### src/verilog/cdt_timer_regs.svh
// Constants of the cascaded down-timer pair
`ifndef CDT_TIMER_REGS_SVH
`define CDT_TIMER_REGS_SVH

`define CDT_WIDTH      16
`define CDT_CNT_ZERO   16'h0000
`define CDT_CNT_ONE    16'h0001
`define CDT_FLAG_RESET 1'b0
`define CDT_PINS       2
`define CDT_PIN_EVENT  0
`define CDT_PIN_PORT   1
`define CDT_PINS_IDLE  2'h3

`endif
### src/verilog/cdt_pkg.sv
// Types shared by the cascaded down-timer pair
package cdt_pkg;

  // Operating mode of one timer
  typedef enum logic [1:0] {
    cdt_mode_timer,
    cdt_mode_event,
    cdt_mode_oneshot
  } cdt_mode_t;

endpackage

### src/verilog/cdt_channel.sv
// One 16-bit reloadable down-counting timer channel
`timescale 1ns/1ps
`include "cdt_timer_regs.svh"

module cdt_channel
  import cdt_pkg::*;
#(
  parameter int W = `CDT_WIDTH
) (
  // Clock and reset
  input  wire logic         sys_clk,
  input  wire logic         reset,
  // Control
  input  wire logic         start,
  input  wire cdt_mode_t    mode,
  input  wire logic [W-1:0] reload,
  input  wire logic         pulse_en,
  // Count events and trigger
  input  wire logic         event_tick,
  input  wire logic         trigger,
  // Request flag clearing
  input  wire logic         irq_ack,
  input  wire logic         irq_clr,
  // Status
  output logic      [W-1:0] count,
  output logic              running,
  output logic              underflow,
  output logic              out_level,
  output logic              irq
);

  logic [W-1:0] cnt_reg, cnt_next;
  logic         run_reg, run_next;
  logic         out_reg, out_next;
  logic         irq_reg, irq_next;
  logic         tick;

  ////////////////////////////////////////////////////////////////////////////
  // Next state of counter, one-shot run, output and request flag
  always_comb begin
    cnt_next  = cnt_reg;
    run_next  = run_reg;
    out_next  = out_reg;
    irq_next  = irq_reg & ~(irq_ack | irq_clr);
    underflow = 1'b0;
    tick      = 1'b0;
    unique case (mode)
      cdt_mode_timer:   tick = 1'b1;
      cdt_mode_event:   tick = event_tick;
      cdt_mode_oneshot: tick = run_reg;
      default:          tick = 1'b0;       // Illegal code holds
    endcase
    if (!start) begin
      // Stopped: counter preset follows reload
      cnt_next = reload;
      run_next = 1'b0;
      out_next = 1'b0;
    end else if (mode == cdt_mode_oneshot) begin
      if (!run_reg) begin
        if (trigger) begin
          run_next = 1'b1;
          out_next = pulse_en;
        end
      end else if (cnt_reg <= `CDT_CNT_ONE) begin
        // Count at one or zero: end of the one-shot
        run_next  = 1'b0;
        out_next  = 1'b0;
        cnt_next  = reload;
        irq_next  = 1'b1;
        underflow = 1'b1;
      end else begin
        cnt_next = cnt_reg - `CDT_CNT_ONE;
      end
    end else if (tick) begin
      if (cnt_reg == `CDT_CNT_ZERO) begin
        // Underflow: reload and keep counting
        cnt_next  = reload;
        irq_next  = 1'b1;
        underflow = 1'b1;
        out_next  = pulse_en & ~out_reg;
      end else begin
        cnt_next = cnt_reg - `CDT_CNT_ONE;
      end
    end
    if (!pulse_en) begin
      out_next = 1'b0;
    end
  end

  // State registers
  always_ff @(posedge sys_clk) begin
    if (reset) begin
      cnt_reg <= `CDT_CNT_ZERO;
      run_reg <= `CDT_FLAG_RESET;
      out_reg <= `CDT_FLAG_RESET;
      irq_reg <= `CDT_FLAG_RESET;
    end else begin
      cnt_reg <= cnt_next;
      run_reg <= run_next;
      out_reg <= out_next;
      irq_reg <= irq_next;
    end
  end

  assign count     = cnt_reg;
  assign running   = run_reg;
  assign out_level = out_reg;
  assign irq       = irq_reg;

endmodule // cdt_channel

### src/verilog/cdt_timer_pair.sv
// Pair of cascadable 16-bit down timers with pin sampling and outputs
//
// Overview of operation
// - Counting runs only while start flag is one
// - Timer mode decrements every undivided source pulse
// - Underflow reloads, continues, sets request bit
// - Second timer can count first timer underflows
// - First timer underflow triggers second one-shot
// - One-shot output goes high when counting starts
// - One-shot at count one: output low, reload, stop, request
// - Pulse select drives underflow pulses onto pin
// - Pulse deselect returns shared pin to input
// - Pulse output independent of interrupt enabling
// - Event mode, zero count: each fall interrupts
`timescale 1ns/1ps
`include "cdt_timer_regs.svh"

module cdt_timer_pair
  import cdt_pkg::*;
#(
  parameter int W = `CDT_WIDTH
) (
  // Clock and reset
  input  wire logic         sys_clk,
  input  wire logic         reset,
  // Timer 0 control
  input  wire logic         start_0,
  input  wire cdt_mode_t    mode_0,
  input  wire logic [W-1:0] reload_0,
  input  wire logic         pulse_en_0,
  input  wire logic         irq_ack_0,
  input  wire logic         irq_clr_0,
  // Timer 1 control
  input  wire logic         start_1,
  input  wire cdt_mode_t    mode_1,
  input  wire logic [W-1:0] reload_1,
  input  wire logic         pulse_en_1,
  input  wire logic         irq_ack_1,
  input  wire logic         irq_clr_1,
  // Status
  output logic      [W-1:0] count_0,
  output logic      [W-1:0] count_1,
  output logic              running_1,
  output logic              irq_0,
  output logic              irq_1,
  // Pins
  input  wire logic         event_input_pin,
  input  wire logic         shared_port_pin_in,
  output logic              shared_port_pin_out,
  output logic              shared_port_pin_oe_n,
  output logic              shared_port_level,
  output logic              oneshot_output_pin
);

  logic [`CDT_PINS-1:0] s1_reg, s2_reg, s3_reg;
  logic [`CDT_PINS-1:0] lvl_reg, lvl_next;
  logic                 fall_reg, fall_next;
  logic                 uf_0, uf_1;
  logic                 out_0, run_0;

  ////////////////////////////////////////////////////////////////////////////
  // Pin sampling: change accepted once stages two and three agree
  always_comb begin
    lvl_next  = lvl_reg;
    fall_next = 1'b0;
    for (int i = 0; i < `CDT_PINS; i++) begin
      if (s2_reg[i] == s3_reg[i]) begin
        lvl_next[i] = s3_reg[i];
      end
    end
    // One event per falling edge of the event input
    fall_next = lvl_reg[`CDT_PIN_EVENT]
              & ~lvl_next[`CDT_PIN_EVENT];
  end

  // Sampling registers
  always_ff @(posedge sys_clk) begin
    if (reset) begin
      s1_reg   <= `CDT_PINS_IDLE;
      s2_reg   <= `CDT_PINS_IDLE;
      s3_reg   <= `CDT_PINS_IDLE;
      lvl_reg  <= `CDT_PINS_IDLE;
      fall_reg <= `CDT_FLAG_RESET;
    end else begin
      s1_reg   <= {shared_port_pin_in, event_input_pin};
      s2_reg   <= s1_reg;
      s3_reg   <= s2_reg;
      lvl_reg  <= lvl_next;
      fall_reg <= fall_next;
    end
  end

  ////////////////////////////////////////////////////////////////////////////
  // Timer 0: counts pin falls in event mode
  cdt_channel #(
    .W          (W)
  ) u_timer_0 (
    .sys_clk    (sys_clk),
    .reset      (reset),
    .start      (start_0),
    .mode       (mode_0),
    .reload     (reload_0),
    .pulse_en   (pulse_en_0),
    .event_tick (fall_reg),
    .trigger    (uf_1),
    .irq_ack    (irq_ack_0),
    .irq_clr    (irq_clr_0),
    .count      (count_0),
    .running    (run_0),
    .underflow  (uf_0),
    .out_level  (out_0),
    .irq        (irq_0)
  );

  // Timer 1: cascaded on timer 0 underflows
  cdt_channel #(
    .W          (W)
  ) u_timer_1 (
    .sys_clk    (sys_clk),
    .reset      (reset),
    .start      (start_1),
    .mode       (mode_1),
    .reload     (reload_1),
    .pulse_en   (pulse_en_1),
    .event_tick (uf_0),
    .trigger    (uf_0),
    .irq_ack    (irq_ack_1),
    .irq_clr    (irq_clr_1),
    .count      (count_1),
    .running    (running_1),
    .underflow  (uf_1),
    .out_level  (oneshot_output_pin),
    .irq        (irq_1)
  );

  ////////////////////////////////////////////////////////////////////////////
  // Shared pin: timer output when selected, else input
  assign shared_port_pin_out  = out_0;
  assign shared_port_pin_oe_n = ~pulse_en_0;
  assign shared_port_level    = lvl_reg[`CDT_PIN_PORT];

  ////////////////////////////////////////////////////////////////////////////
  // Checks
  a_stop_holds: assert property (
    @(posedge sys_clk) disable iff (reset)
    !start_0 |=> count_0 == $past(reload_0))
    else $error("stopped timer 0 did not hold its preset");

  a_timer_decrement: assert property (
    @(posedge sys_clk) disable iff (reset)
    start_0 && $past(start_0) && mode_0 == cdt_mode_timer
      && count_0 != `CDT_CNT_ZERO
    |=> count_0 == $past(count_0) - `CDT_CNT_ONE)
    else $error("timer 0 did not decrement by one");

  a_underflow_reload: assert property (
    @(posedge sys_clk) disable iff (reset)
    start_0 && $past(start_0) && mode_0 == cdt_mode_timer
      && count_0 == `CDT_CNT_ZERO
    |=> count_0 == $past(reload_0) && irq_0)
    else $error("timer 0 underflow missed reload or request");

  a_cascade_count: assert property (
    @(posedge sys_clk) disable iff (reset)
    start_1 && $past(start_1) && mode_1 == cdt_mode_event
      && count_1 != `CDT_CNT_ZERO
    |-> ##1 count_1 == $past(count_1) - {{(W-1){1'b0}}, $past(uf_0)})
    else $error("timer 1 did not follow timer 0 underflows");

  a_oneshot_trigger: assert property (
    @(posedge sys_clk) disable iff (reset)
    start_1 && mode_1 == cdt_mode_oneshot && !running_1 && uf_0
    |=> running_1)
    else $error("timer 1 one-shot ignored its trigger");

  a_oneshot_high: assert property (
    @(posedge sys_clk) disable iff (reset)
    $rose(running_1) && pulse_en_1 && $past(pulse_en_1) |-> oneshot_output_pin)
    else $error("one-shot output not high at start");

  a_oneshot_end: assert property (
    @(posedge sys_clk) disable iff (reset)
    running_1 && start_1 && mode_1 == cdt_mode_oneshot
      && count_1 <= `CDT_CNT_ONE && !irq_ack_1 && !irq_clr_1
    |=> !running_1 && !oneshot_output_pin && irq_1
      && count_1 == $past(reload_1))
    else $error("one-shot end missed stop, low, reload or request");

  // Timer 0 one-shot, triggered by timer 1 underflow, output on shared pin
  a_os0_trigger: assert property (
    @(posedge sys_clk) disable iff (reset)
    start_0 && mode_0 == cdt_mode_oneshot && !run_0 && uf_1
    |=> run_0 && shared_port_pin_out == $past(pulse_en_0))
    else $error("timer 0 one-shot ignored its trigger");

  a_os0_end: assert property (
    @(posedge sys_clk) disable iff (reset)
    run_0 && start_0 && mode_0 == cdt_mode_oneshot
      && count_0 <= `CDT_CNT_ONE
    |=> !run_0 && !shared_port_pin_out && irq_0
      && count_0 == $past(reload_0))
    else $error("timer 0 one-shot end incomplete");

  a_pulse_toggle: assert property (
    @(posedge sys_clk) disable iff (reset)
    pulse_en_0 && start_0 && mode_0 == cdt_mode_timer && uf_0
    |=> !shared_port_pin_oe_n && shared_port_pin_out != $past(out_0)
      || !pulse_en_0)
    else $error("underflow pulse not driven on shared pin");

  a_pin_released: assert property (
    @(posedge sys_clk) disable iff (reset)
    !pulse_en_0 |-> shared_port_pin_oe_n ##1 !shared_port_pin_out)
    else $error("shared pin still driven after deselect");

  a_event_zero: assert property (
    @(posedge sys_clk) disable iff (reset)
    start_0 && $past(start_0) && mode_0 == cdt_mode_event
      && count_0 == `CDT_CNT_ZERO && fall_reg && !irq_ack_0 && !irq_clr_0
    |=> irq_0)
    else $error("event fall at zero count raised no request");

  a_irq_sticky: assert property (
    @(posedge sys_clk) disable iff (reset)
    irq_1 && !irq_ack_1 && !irq_clr_1 |=> irq_1)
    else $error("request bit dropped without clear");

  a_fall_single: assert property (
    @(posedge sys_clk) disable iff (reset)
    fall_reg |=> !fall_reg)
    else $error("one falling edge counted twice");

endmodule // cdt_timer_pair

### config.mk
export PLATFORM = sky130hd
export DESIGN_NAME = cdt_timer_pair
export DESIGN_NICKNAME = d
export VERILOG_FILES = /design/src/verilog/cdt_pkg.sv /design/src/verilog/cdt_channel.sv /design/src/verilog/cdt_timer_pair.sv
export VERILOG_INCLUDE_DIRS = /design/src /design/src/verilog
export SDC_FILE = /design/constraint.sdc
export NUM_CORES = 1
export LEC_CHECK = 0
export BUFFER_PORTS_ARGS = -buffer_cell sky130_fd_sc_hd__buf_2
export CAP_MARGIN = 20
export CORE_AREA = 4 4 85 71
export CTS_BUF_LIST = sky130_fd_sc_hd__clkbuf_16
export CTS_CLUSTER_DIAMETER = 120
export DETAILED_ROUTE_END_ITERATION = 7
export DIE_AREA = 0 0 89 75
export GPL_ROUTABILITY_DRIVEN = 0
export HOLD_SLACK_MARGIN = 0.15
export PLACE_DENSITY_LB_ADDON = 0.15
export SYNTH_ARGS = -nofsm -noshare
export SYNTH_HDL_FRONTEND = slang
export SYNTH_SLANG_ARGS = --single-unit
### constraint.sdc
create_clock -name sys_clk -period 4.4 [get_ports sys_clk]
set_input_delay 0.88 -clock sys_clk [delete_from_list [all_inputs] [get_ports sys_clk]]
set_output_delay 0.88 -clock sys_clk [all_outputs]
set_load 0.01 [all_outputs]
* Yosys cells after proc, flatten, opt, wreduce, memory -nomap -nowiden
Cells that the tools add are included.
** Word-level totals
- Register bits :: 47
- Latch bits :: 0
- Memory bits (writable) :: 0
- Bits in read-only memories :: 0
- Input bits :: 48
- Word-level logic and storage cells :: 121
- Memories :: 0
** Cells by class
- Add/subtract/negate cells :: 2
- Multiply operators :: 0
- Div/mod/pow operators :: 0
- Magnitude comparators :: 2
- Equality and inequality tests :: 14
- Shift operators :: 0
- Muxes and demuxes :: 57
- Bitwise logic cells :: 16
- Reductions and logical operators :: 16
** Operators by type and width (count)
- 16-bit two-way mux :: 12
- 1-bit two-way mux :: 43
- 16-bit by 1-bit less-or-equal comparator with 1-bit output, second input constant :: 2
- 16-bit zero test :: 2
- 16-bit by 1-bit subtractor with 16-bit output, second input constant :: 2
- 3-bit by 1-bit != test with 1-bit output, second input constant :: 4
- 1-bit inverter :: 9
- 4-bit AND reduction :: 2
- 2-bit nonzero test :: 4
- 3-bit by 2-bit != test with 1-bit output, second input constant :: 2
- 3-bit != test, second input constant :: 2
- 1-bit one-hot mux with 3 select lines :: 2
- 3-bit OR reduction :: 2
- 1-bit AND :: 5
- 2-bit by 1-bit == test with 1-bit output, second input constant :: 2
- 2-bit == test, second input constant :: 2
- 2-bit zero test :: 2
- 2-bit AND reduction :: 2
- 2-bit OR reduction :: 2
- 1-bit == test :: 2
- 1-bit bitwise OR :: 2

* Longest topological paths before layout
Gate-level depths: netlist (run 1).
- Depth after elaboration :: 12
- Gate-level depth with buffers :: 9

* Cells and area by module
From an unflattened synthesis (run 1), not the netlist that was laid out.
** Unflattened totals
- Cells, all modules :: 363
- Area, all modules :: 3010.4 um2
** By module, submodules not included
- cdt_channel at u_timer_1 :: instances 1, cells each 176, area an instance 1408.9 um2, seq. area each 380.4 um2
- cdt_channel at u_timer_0 :: instances 1, cells each 164, area an instance 1332.5 um2, seq. area each 380.4 um2
- cdt_timer_pair :: instances 1, cells each 23, area an instance 269.0 um2, seq. area each 180.2 um2

* Worst setup path before layout (run 1)
OpenSTA, ideal clock, no wires.
- Kind :: flip-flop to flip-flop
- From :: reg u_timer_0.cnt_reg[11], in the netlist u_timer_0.count[11]
- To :: reg u_timer_1.cnt_reg[11], in the netlist u_timer_1.count[11]
- Library setup time :: 0.117 ns
- Arrival :: 2.374 ns
- Required time :: 4.283 ns
- Slack :: 1.909 ns
- Cell stages (with the launch flop) :: 9
- Cell sequence :: dfxtp_1 or4_1 or3_1 buf_6 o41ai_4 and2_1 buf_6 o21ai_0 a32o_1
** On the way
- Word-level cells in the longest chain between the ends :: 8
- Elaborated cells on any way between the ends :: 11
- Classes of those cells :: 1 x order compare; 1 x eq/ne; 7 x mux; 2 x reduce/logical
** RTL lines
- start: declaration :: RTL line cdt_channel.sv:32 : logic [W-1:0] cnt_reg, cnt_next;
- start signal: assignment :: RTL line cdt_channel.sv:93 : cnt_reg <= `CDT_CNT_ZERO;
- start signal: assignment :: RTL line cdt_channel.sv:98 : cnt_reg <= cnt_next;
- 16-bit by 1-bit less-or-equal comparator with 1-bit output (no line) / 16-bit zero test (equally long branches)
- 1-bit two-way mux (on tied branches) :: RTL line cdt_channel.sv:64, cdt_channel.sv:75
- 1-bit two-way mux (on tied branches) :: RTL line cdt_channel.sv:59, cdt_channel.sv:74
- 1-bit two-way mux (*) :: RTL line cdt_channel.sv:58 : end else if (mode == cdt_mode_oneshot) begin
- 1-bit two-way mux (*) :: RTL line cdt_channel.sv:53 : if (!start) begin
- 1-bit one-hot mux with 3 select lines (*) :: RTL line cdt_channel.sv:47 : unique case (mode)
- 3-bit by 1-bit != test with 1-bit output (no line) (*)
- 2-bit AND reduction (no line) (*)
- end signal: assignment :: RTL line cdt_channel.sv:93
- end signal: assignment :: RTL line cdt_channel.sv:98
- end: declaration :: RTL line cdt_channel.sv:32
Every way passes the cells marked *; elsewhere a longest branch is shown, timed or not.
A chain may end at the register's enable or synchronous reset.

* Worst setup path in the final report (run 1)
- From :: reg u_timer_0.cnt_reg[4], in the netlist u_timer_0.count[4]
- To :: reg u_timer_1.cnt_reg[11], in the netlist u_timer_1.count[11]
The elaborated chain is that of the path after synthesis.

==> flow_summary.toml, run 1 <==
[sta]
tightestPinTransition_ns = 1.02
finalHoldViolations = 0
slew_violations = 0
setup_violations = 0
period_minus_slack_ns = 2.96
tns_ns = 0
relSlewSlack_pct = 32.0
min_period_over_period_pct = 67.3
fin_ws_ns = 1.44
rsz0062_at_grt = "no"
clock.fmax_ghz = 0.338
fin_skew_ns = 0.00435

[floorplanning]
die_w_um = 89
initial_core_util_pct = 52.3
dieArea_um2 = 6680
ios = 87
fp.dieH_um = 75
core-area_um2 = 5260
rows = 24

[cells_and_area]
drive_gt1_share_pct = 25.9
syn2layout_area_growth_pct = 21.2
nNetsFinal = 488
n_fill_cell = 494
n_antenna_cell = 0
finalNonFillerCells = 502

[synth]
synthTopCellsByArea = "dfxtp_1 34%, a21oi_1 6.2%, nor3_1 5.1%, nor2_1 4.9%, o21ai_0 4.0%"
ys.flop_type = "dfxtp_1"
syn_inst = 358
synth_edf_count = 0
post_synth.cell_area_avg_um2 = 7.67
yosys_warnings = 0
synth_area_um2 = 2750
ys_types = 57
synth_async_sr_flop_share_pct = 0
synth.yosys.seq_area_share_pct = 34.3
synthesis.nets = 410
synth.ff_latch_count = 47
synth_area_leader_cell = "dfxtp_1"
netlist.area_leader.share_pct = 34.3

[global_route]
grt.total_usage_pct = 23.5
grt_pass1_vias = 2649
antenna_found_initial = 0
grt_pass1_wl_um = 12600
grt_max_degree = 36
grt_overflow_total = 0

[clocking]
cts_hold_buf = 0
cts_sinks = 47
cts.repair.resized = 0
cts_tree = "done"
clock_latency_ns = 0.28
clkTransAtPathRegs_ns = 0.06
cts_buffers = 5
htreeDepth = 2
cts.path.max_buffers = 2
post_cts_buffers = 0
cts_root_buf = "clkbuf_16"

[placement]
portBuffers = 86
placed_cells = 494
place_ws_ns = 1.28
hpwl_um = 5700

[setup_path]
critPathRequiredTime_ns = 4.57
critical_path.slowest_cell = "nor4_1"
crit_fanout = 9
worstSetupPathType = "reg -> reg"
crit_chain = "nor4_1 > nand2_1 > o41ai_4 > and2_1 > o21ai_0 > a32o_1"
start_kind = "flop"
crit_path_max_incr_delay_ns = 0.69
worstPathArrival_ns = 3.13
cp-end-kind = "flop"

[detailed_routing]
drt_iter0_markers = 216
drtAntennaViolNets = 0
wl_per_cell_um = 15.7
routed_wl_um = 7870
first_pass_iters = 5
vias_per_cell = 6.06
vias = 3040
route.detailed.drc = 0

[power]
clkPwrFrac_pct = 30.2
power.density_nw_per_um2 = 365
p_sw_w = 0.000416
leakage_nw = 1.45
p_seq_share_pct = 41.1
switching_share_pct = 34.2
ir_drop_v = 0.000225
p_comb_share_pct = 28.7
intPower_w = 0.000799

[job]
drv_cap = 0

[worst_hold_path]
hp-class = "reg -> reg"

[outcome]
status = "finished, final reports clean"
[layout by cell type, fill, tap and decap left out, drive strengths merged, types with 4 or more instances in the layout]
| cell type | n |
|---|---|
| clkbuf | 5 |
| and2 | 5 |
| a2111oi | 4 |
| dfxtp | 47 |
| o21ai | 25 |
| nand2b | 4 |
| nor2b | 7 |
| ha | 4 |
| a221o | 5 |
| inv | 15 |
| nand2 | 30 |
| o211ai | 5 |
| o32ai | 4 |
| nor4 | 6 |
| buf | 90 |
| nor3 | 28 |
| or2 | 6 |
| a21oi | 34 |
| o31ai | 5 |
| or3 | 9 |
| nor2 | 36 |
| nand3 | 12 |
| a31oi | 8 |
[power by group through the flow]
stage / registers (W) / clock network [W] / logic, W
6_report: 0.000500 / 0.000367 / 0.000349
5_1_grt: 0.000505 / 0.000394 / 0.000387
4_1_cts: 0.000498 / 0.000376 / 0.000344
3_5_place_dp: 0.000507 / 0 / 0.000341
3_3_place_gp: 0.000506 / 0 / 0.000334
2_1_floorplan: 0.000513 / 0 / 0.000229
[worst max-delay path, delay by kind of cell, from the launching register on]
| family | cells | cell delay, ns |
|---|---|---|
| AOI/OAI and AO/OA | 3 | 0.96 |
| DFF | 1 | 0.38 |
| and+or+nand+nor | 3 | 1.50 |
[per-layer routing]
metal	vias to the layer above	global-route usage [%]	wire length [µm]
li1	1498	-	-
met1	1416	35.1	3800
met2	120	35.1	3420
met3	6	4.49	573
met4	0	5.45	67
met5	-	0	0
[cell families after synthesis]
| group | Yosys count | synth area share [%] |
|---|---|---|
| simple gates | 153 | 27.9 |
| compound gates | 118 | 29.6 |
| flops | 47 | 34.3 |
| buf+inv | 34 | 5.65 |
| fa+ha+maj | 4 | 1.82 |
| mux | 2 | 0.820 |
[layout make-up]
class                      count  area [µm²]  area share [%]
clock inverter                 3        15.0           0.451
multi-input combinational    277        1650            49.6
clock buffer                   5         125            3.76
inverter                      15        56.3            1.69
tap                           65        81.3            2.44
sequential                    47         941            28.3
timing repair buffer          90         460            13.8
[Yosys cell counts (3+ instances only)]
library cell and instances:
o211a_1 3, o211ai_1 5, clkbuf_1 11, o21ai_0 22
nand2_1 29, inv_1 15, or3_1 9, a31oi_1 8
buf_2 4, ha_1 4, nand3_1 12, and2_1 5
nand2b_1 4, a21oi_1 34, or2_2 6, dfxtp_1 47
nor4_1 6, a22oi_1 3, a221o_1 5, o31ai_1 4
o32ai_1 4, nor2_1 36, o21ai_1 3, nor2b_1 7
nor3_1 28
[final timing paths]
path,startpoint,endpoint,slack (ns),cells after the start
max,u_timer_0.count[4],u_timer_1.count[11],1.44,6
min,s1_reg[0],s2_reg[0],0.41,1
max reg2reg,u_timer_0.count[4],u_timer_1.count[11],1.44,6
min reg2reg,s1_reg[0],s2_reg[0],0.41,1
[through the flow]
stage / total power (W) / hold WS [ns] / instance area, µm² / utilization (%)
after detailed placement: 0.000849 / 0.398 / 3190 / 60.7
final: 0.00121 / 0.410 / 3330 / 63.4
after floorplan: 0.000741 / 0.389 / 2750 / -
after global placement: 0.000840 / 0.394 / 3190 / 60.7
after CTS: 0.00122 / 0.413 / 3330 / 63.4
after global routing: 0.00129 / 0.428 / 3330 / 63.4
(Power assumes the default switching activity.)
==> run 2, diff against run 1 <==
--- a/config.mk
+++ b/config.mk
@@ -8,11 +8,11 @@
 export LEC_CHECK = 0
 export BUFFER_PORTS_ARGS = -buffer_cell sky130_fd_sc_hd__buf_2
 export CAP_MARGIN = 20
-export CORE_AREA = 4 4 85 71
+export CORE_AREA = 4 4 92 77
 export CTS_BUF_LIST = sky130_fd_sc_hd__clkbuf_16
 export CTS_CLUSTER_DIAMETER = 120
 export DETAILED_ROUTE_END_ITERATION = 7
-export DIE_AREA = 0 0 89 75
+export DIE_AREA = 0 0 96 81
 export GPL_ROUTABILITY_DRIVEN = 0
 export HOLD_SLACK_MARGIN = 0.15
 export PLACE_DENSITY_LB_ADDON = 0.15
==> constraint.sdc (replaced) <==
create_clock -name sys_clk -period 2.7 [get_ports sys_clk]
set_input_delay 0.54 -clock sys_clk [delete_from_list [all_inputs] [get_ports sys_clk]]
set_output_delay 0.54 -clock sys_clk [all_outputs]
set_load 0.01 [all_outputs]
==> run 2 against run 1 <==
Register-to-register slack worse by 1.3 ns; worst setup slack got worse by 1.3 ns; largest cell class unchanged; largest power group unchanged; flip-flop and latch count unchanged; power is 78% higher.
==> flow_summary.toml, run 2 (synthesized netlist as in run 1, its figures left out) <==
[setup_path]
worstSetupPathType = "reg -> reg"
critical_path.slowest_cell = "or4_1"
r2r-end = "u_timer_1.out_level"
critPathRequiredTime_ns = 2.92
crit_path_max_incr_delay_ns = 0.57
crit_chain = "or4_1 > or3_4 > buf_4 > or4_4 > or3_1 > a31oi_1"
path_delay_family = "simple AND/OR/NAND/NOR gates"
crit_fanout = 4
r2r-start = "u_timer_0.count[11]"
path_buf_inv = 1
reg2reg_depth = 6
crit_cells = 6
start_kind = "flop"
cp-end-kind = "flop"
worstPathArrival_ns = 2.77
r2r_slack_ns = 0.14

[cells_and_area]
final_core_util_pct = 57.8
final_cell_mix = "86 x buf_2, 47 x dfxtp_1, 36 x nor2_1"
n_antenna_cell = 0
n_fill_cell = 620
nNetsFinal = 513
syn2layout_area_growth_pct = 30.7
drive_gt1_share_pct = 30.1
final_common_cell = "buf_2"

[worst_hold_path]
min_path_cells = 1
hold_end = "s2_reg[1]"
worstHoldStart = "s1_reg[1]"
hp-class = "reg -> reg"

[sta]
fin_skew_ns = 0.00733
clock.fmax_ghz = 0.391
tns_ns = 0
relSlewSlack_pct = 63.4
rsz0062_at_grt = "no"
tightestPinTransition_ns = 0.549
min_period_over_period_pct = 94.7
setup_violations = 0
period_minus_slack_ns = 2.56
slew_violations = 0
finalHoldViolations = 0

[floorplanning]
rows = 26
ios = 87
core-area_um2 = 6210
dieArea_um2 = 7780
fp.dieH_um = 81
initial_core_util_pct = 44.2
die_w_um = 96

[global_route]
grtUsageMet1_pct = 33.9
antenna_found_initial = 0
grt_use_met3_pct = 4.26
grt_busiest_layer = "met1"
grt_pass1_vias = 2708
met2_usage_pct = 31.1
grt_max_degree = 35
grt_overflow_total = 0
grt.total_usage_pct = 22.1
grt_pass1_wl_um = 13500

[job]
drv_cap = 0

[detailed_routing]
route.detailed.drc = 0
first_pass_iters = 5
routed_wl_um = 8460
wl_per_cell_um = 15.5
drt_iter0_markers = 208
vias_per_cell = 5.68
drtAntennaViolNets = 0
vias = 3102

[clocking]
cts_buffers = 5
cts_sinks = 47
htreeDepth = 2
cts.path.max_buffers = 2
cts_hold_buf = 0
clkTransAtPathRegs_ns = 0.07
cts_tree = "done"
cts_root_buf = "clkbuf_16"
clock_latency_ns = 0.29

[power]
power.density_nw_per_um2 = 604
ir_drop_v = 0.000284
leakage_nw = 1.60

[placement]
portBuffers = 86
hpwl_um = 6120

[outcome]
status = "finished, final reports clean"
==> run 2: repair_timing <==
action	4_1_cts	5_1_grt
pin swaps	0	0
endpoints found under the hold margin	0	0
setup endpoints to repair	1	8
gates resized for setup	1	3
setup buffers	0	0
==> run 2: metal layers <==
metal  share of wire, %  wire (µm)  up-vias
met5                  0          0        -
met2                 41       3460      130
met3                8.3        699        7
met4               0.97         82        0
li1                   -          -     1545
met1                 50       4220     1420
==> run 2: worst max path at each step <==
stage / from / end
6_report: u_timer_0.count[11] / u_timer_1.out_level
3_5_place_dp: u_timer_0.count[11] / u_timer_1.count[11]
5_1_grt: u_timer_0.count[11] / u_timer_1.count[9]
2_1_floorplan: u_timer_0.count[11] / u_timer_1.count[11]
4_1_cts: u_timer_0.count[11] / u_timer_1.count[9]
3_3_place_gp: u_timer_0.count[11] / u_timer_1.count[11]
==> run 2: cell type report <==
class | instances | area [µm²] | share of cell area [%]
flip-flops and latches | 47 | 941 | 26.2
multi-input cells | 277 | 1660 | 46.3
clock inverters | 3 | 38.8 | 1.08
repair buffers | 115 | 661 | 18.4
clock buffers | 5 | 125 | 3.49
inverters | 15 | 56.3 | 1.57
well taps | 84 | 105 | 2.93
==> run 2: through the flow <==
step,hold slack [ns],setup slack [ns],area [µm²],power (W),std cells
2_1_floorplan,0.389,0.209,2750,0.00121,358
3_3_place_gp,0.396,0.0844,3410,0.00145,538
3_5_place_dp,0.397,0.0304,3410,0.00146,538
4_1_cts,0.414,0.0479,3580,0.00217,546
5_1_grt,0.425,0.0249,3590,0.00228,546
6_report,0.412,0.142,3590,0.00217,546
==> run 2: where the power goes <==
part / total, W / internal, W / switching [W]
logic: 0.000660 / 0.000280 / 0.000380
clock network: 0.000705 / 0.000432 / 0.000272
registers: 0.000802 / 0.000745 / 0.0000564
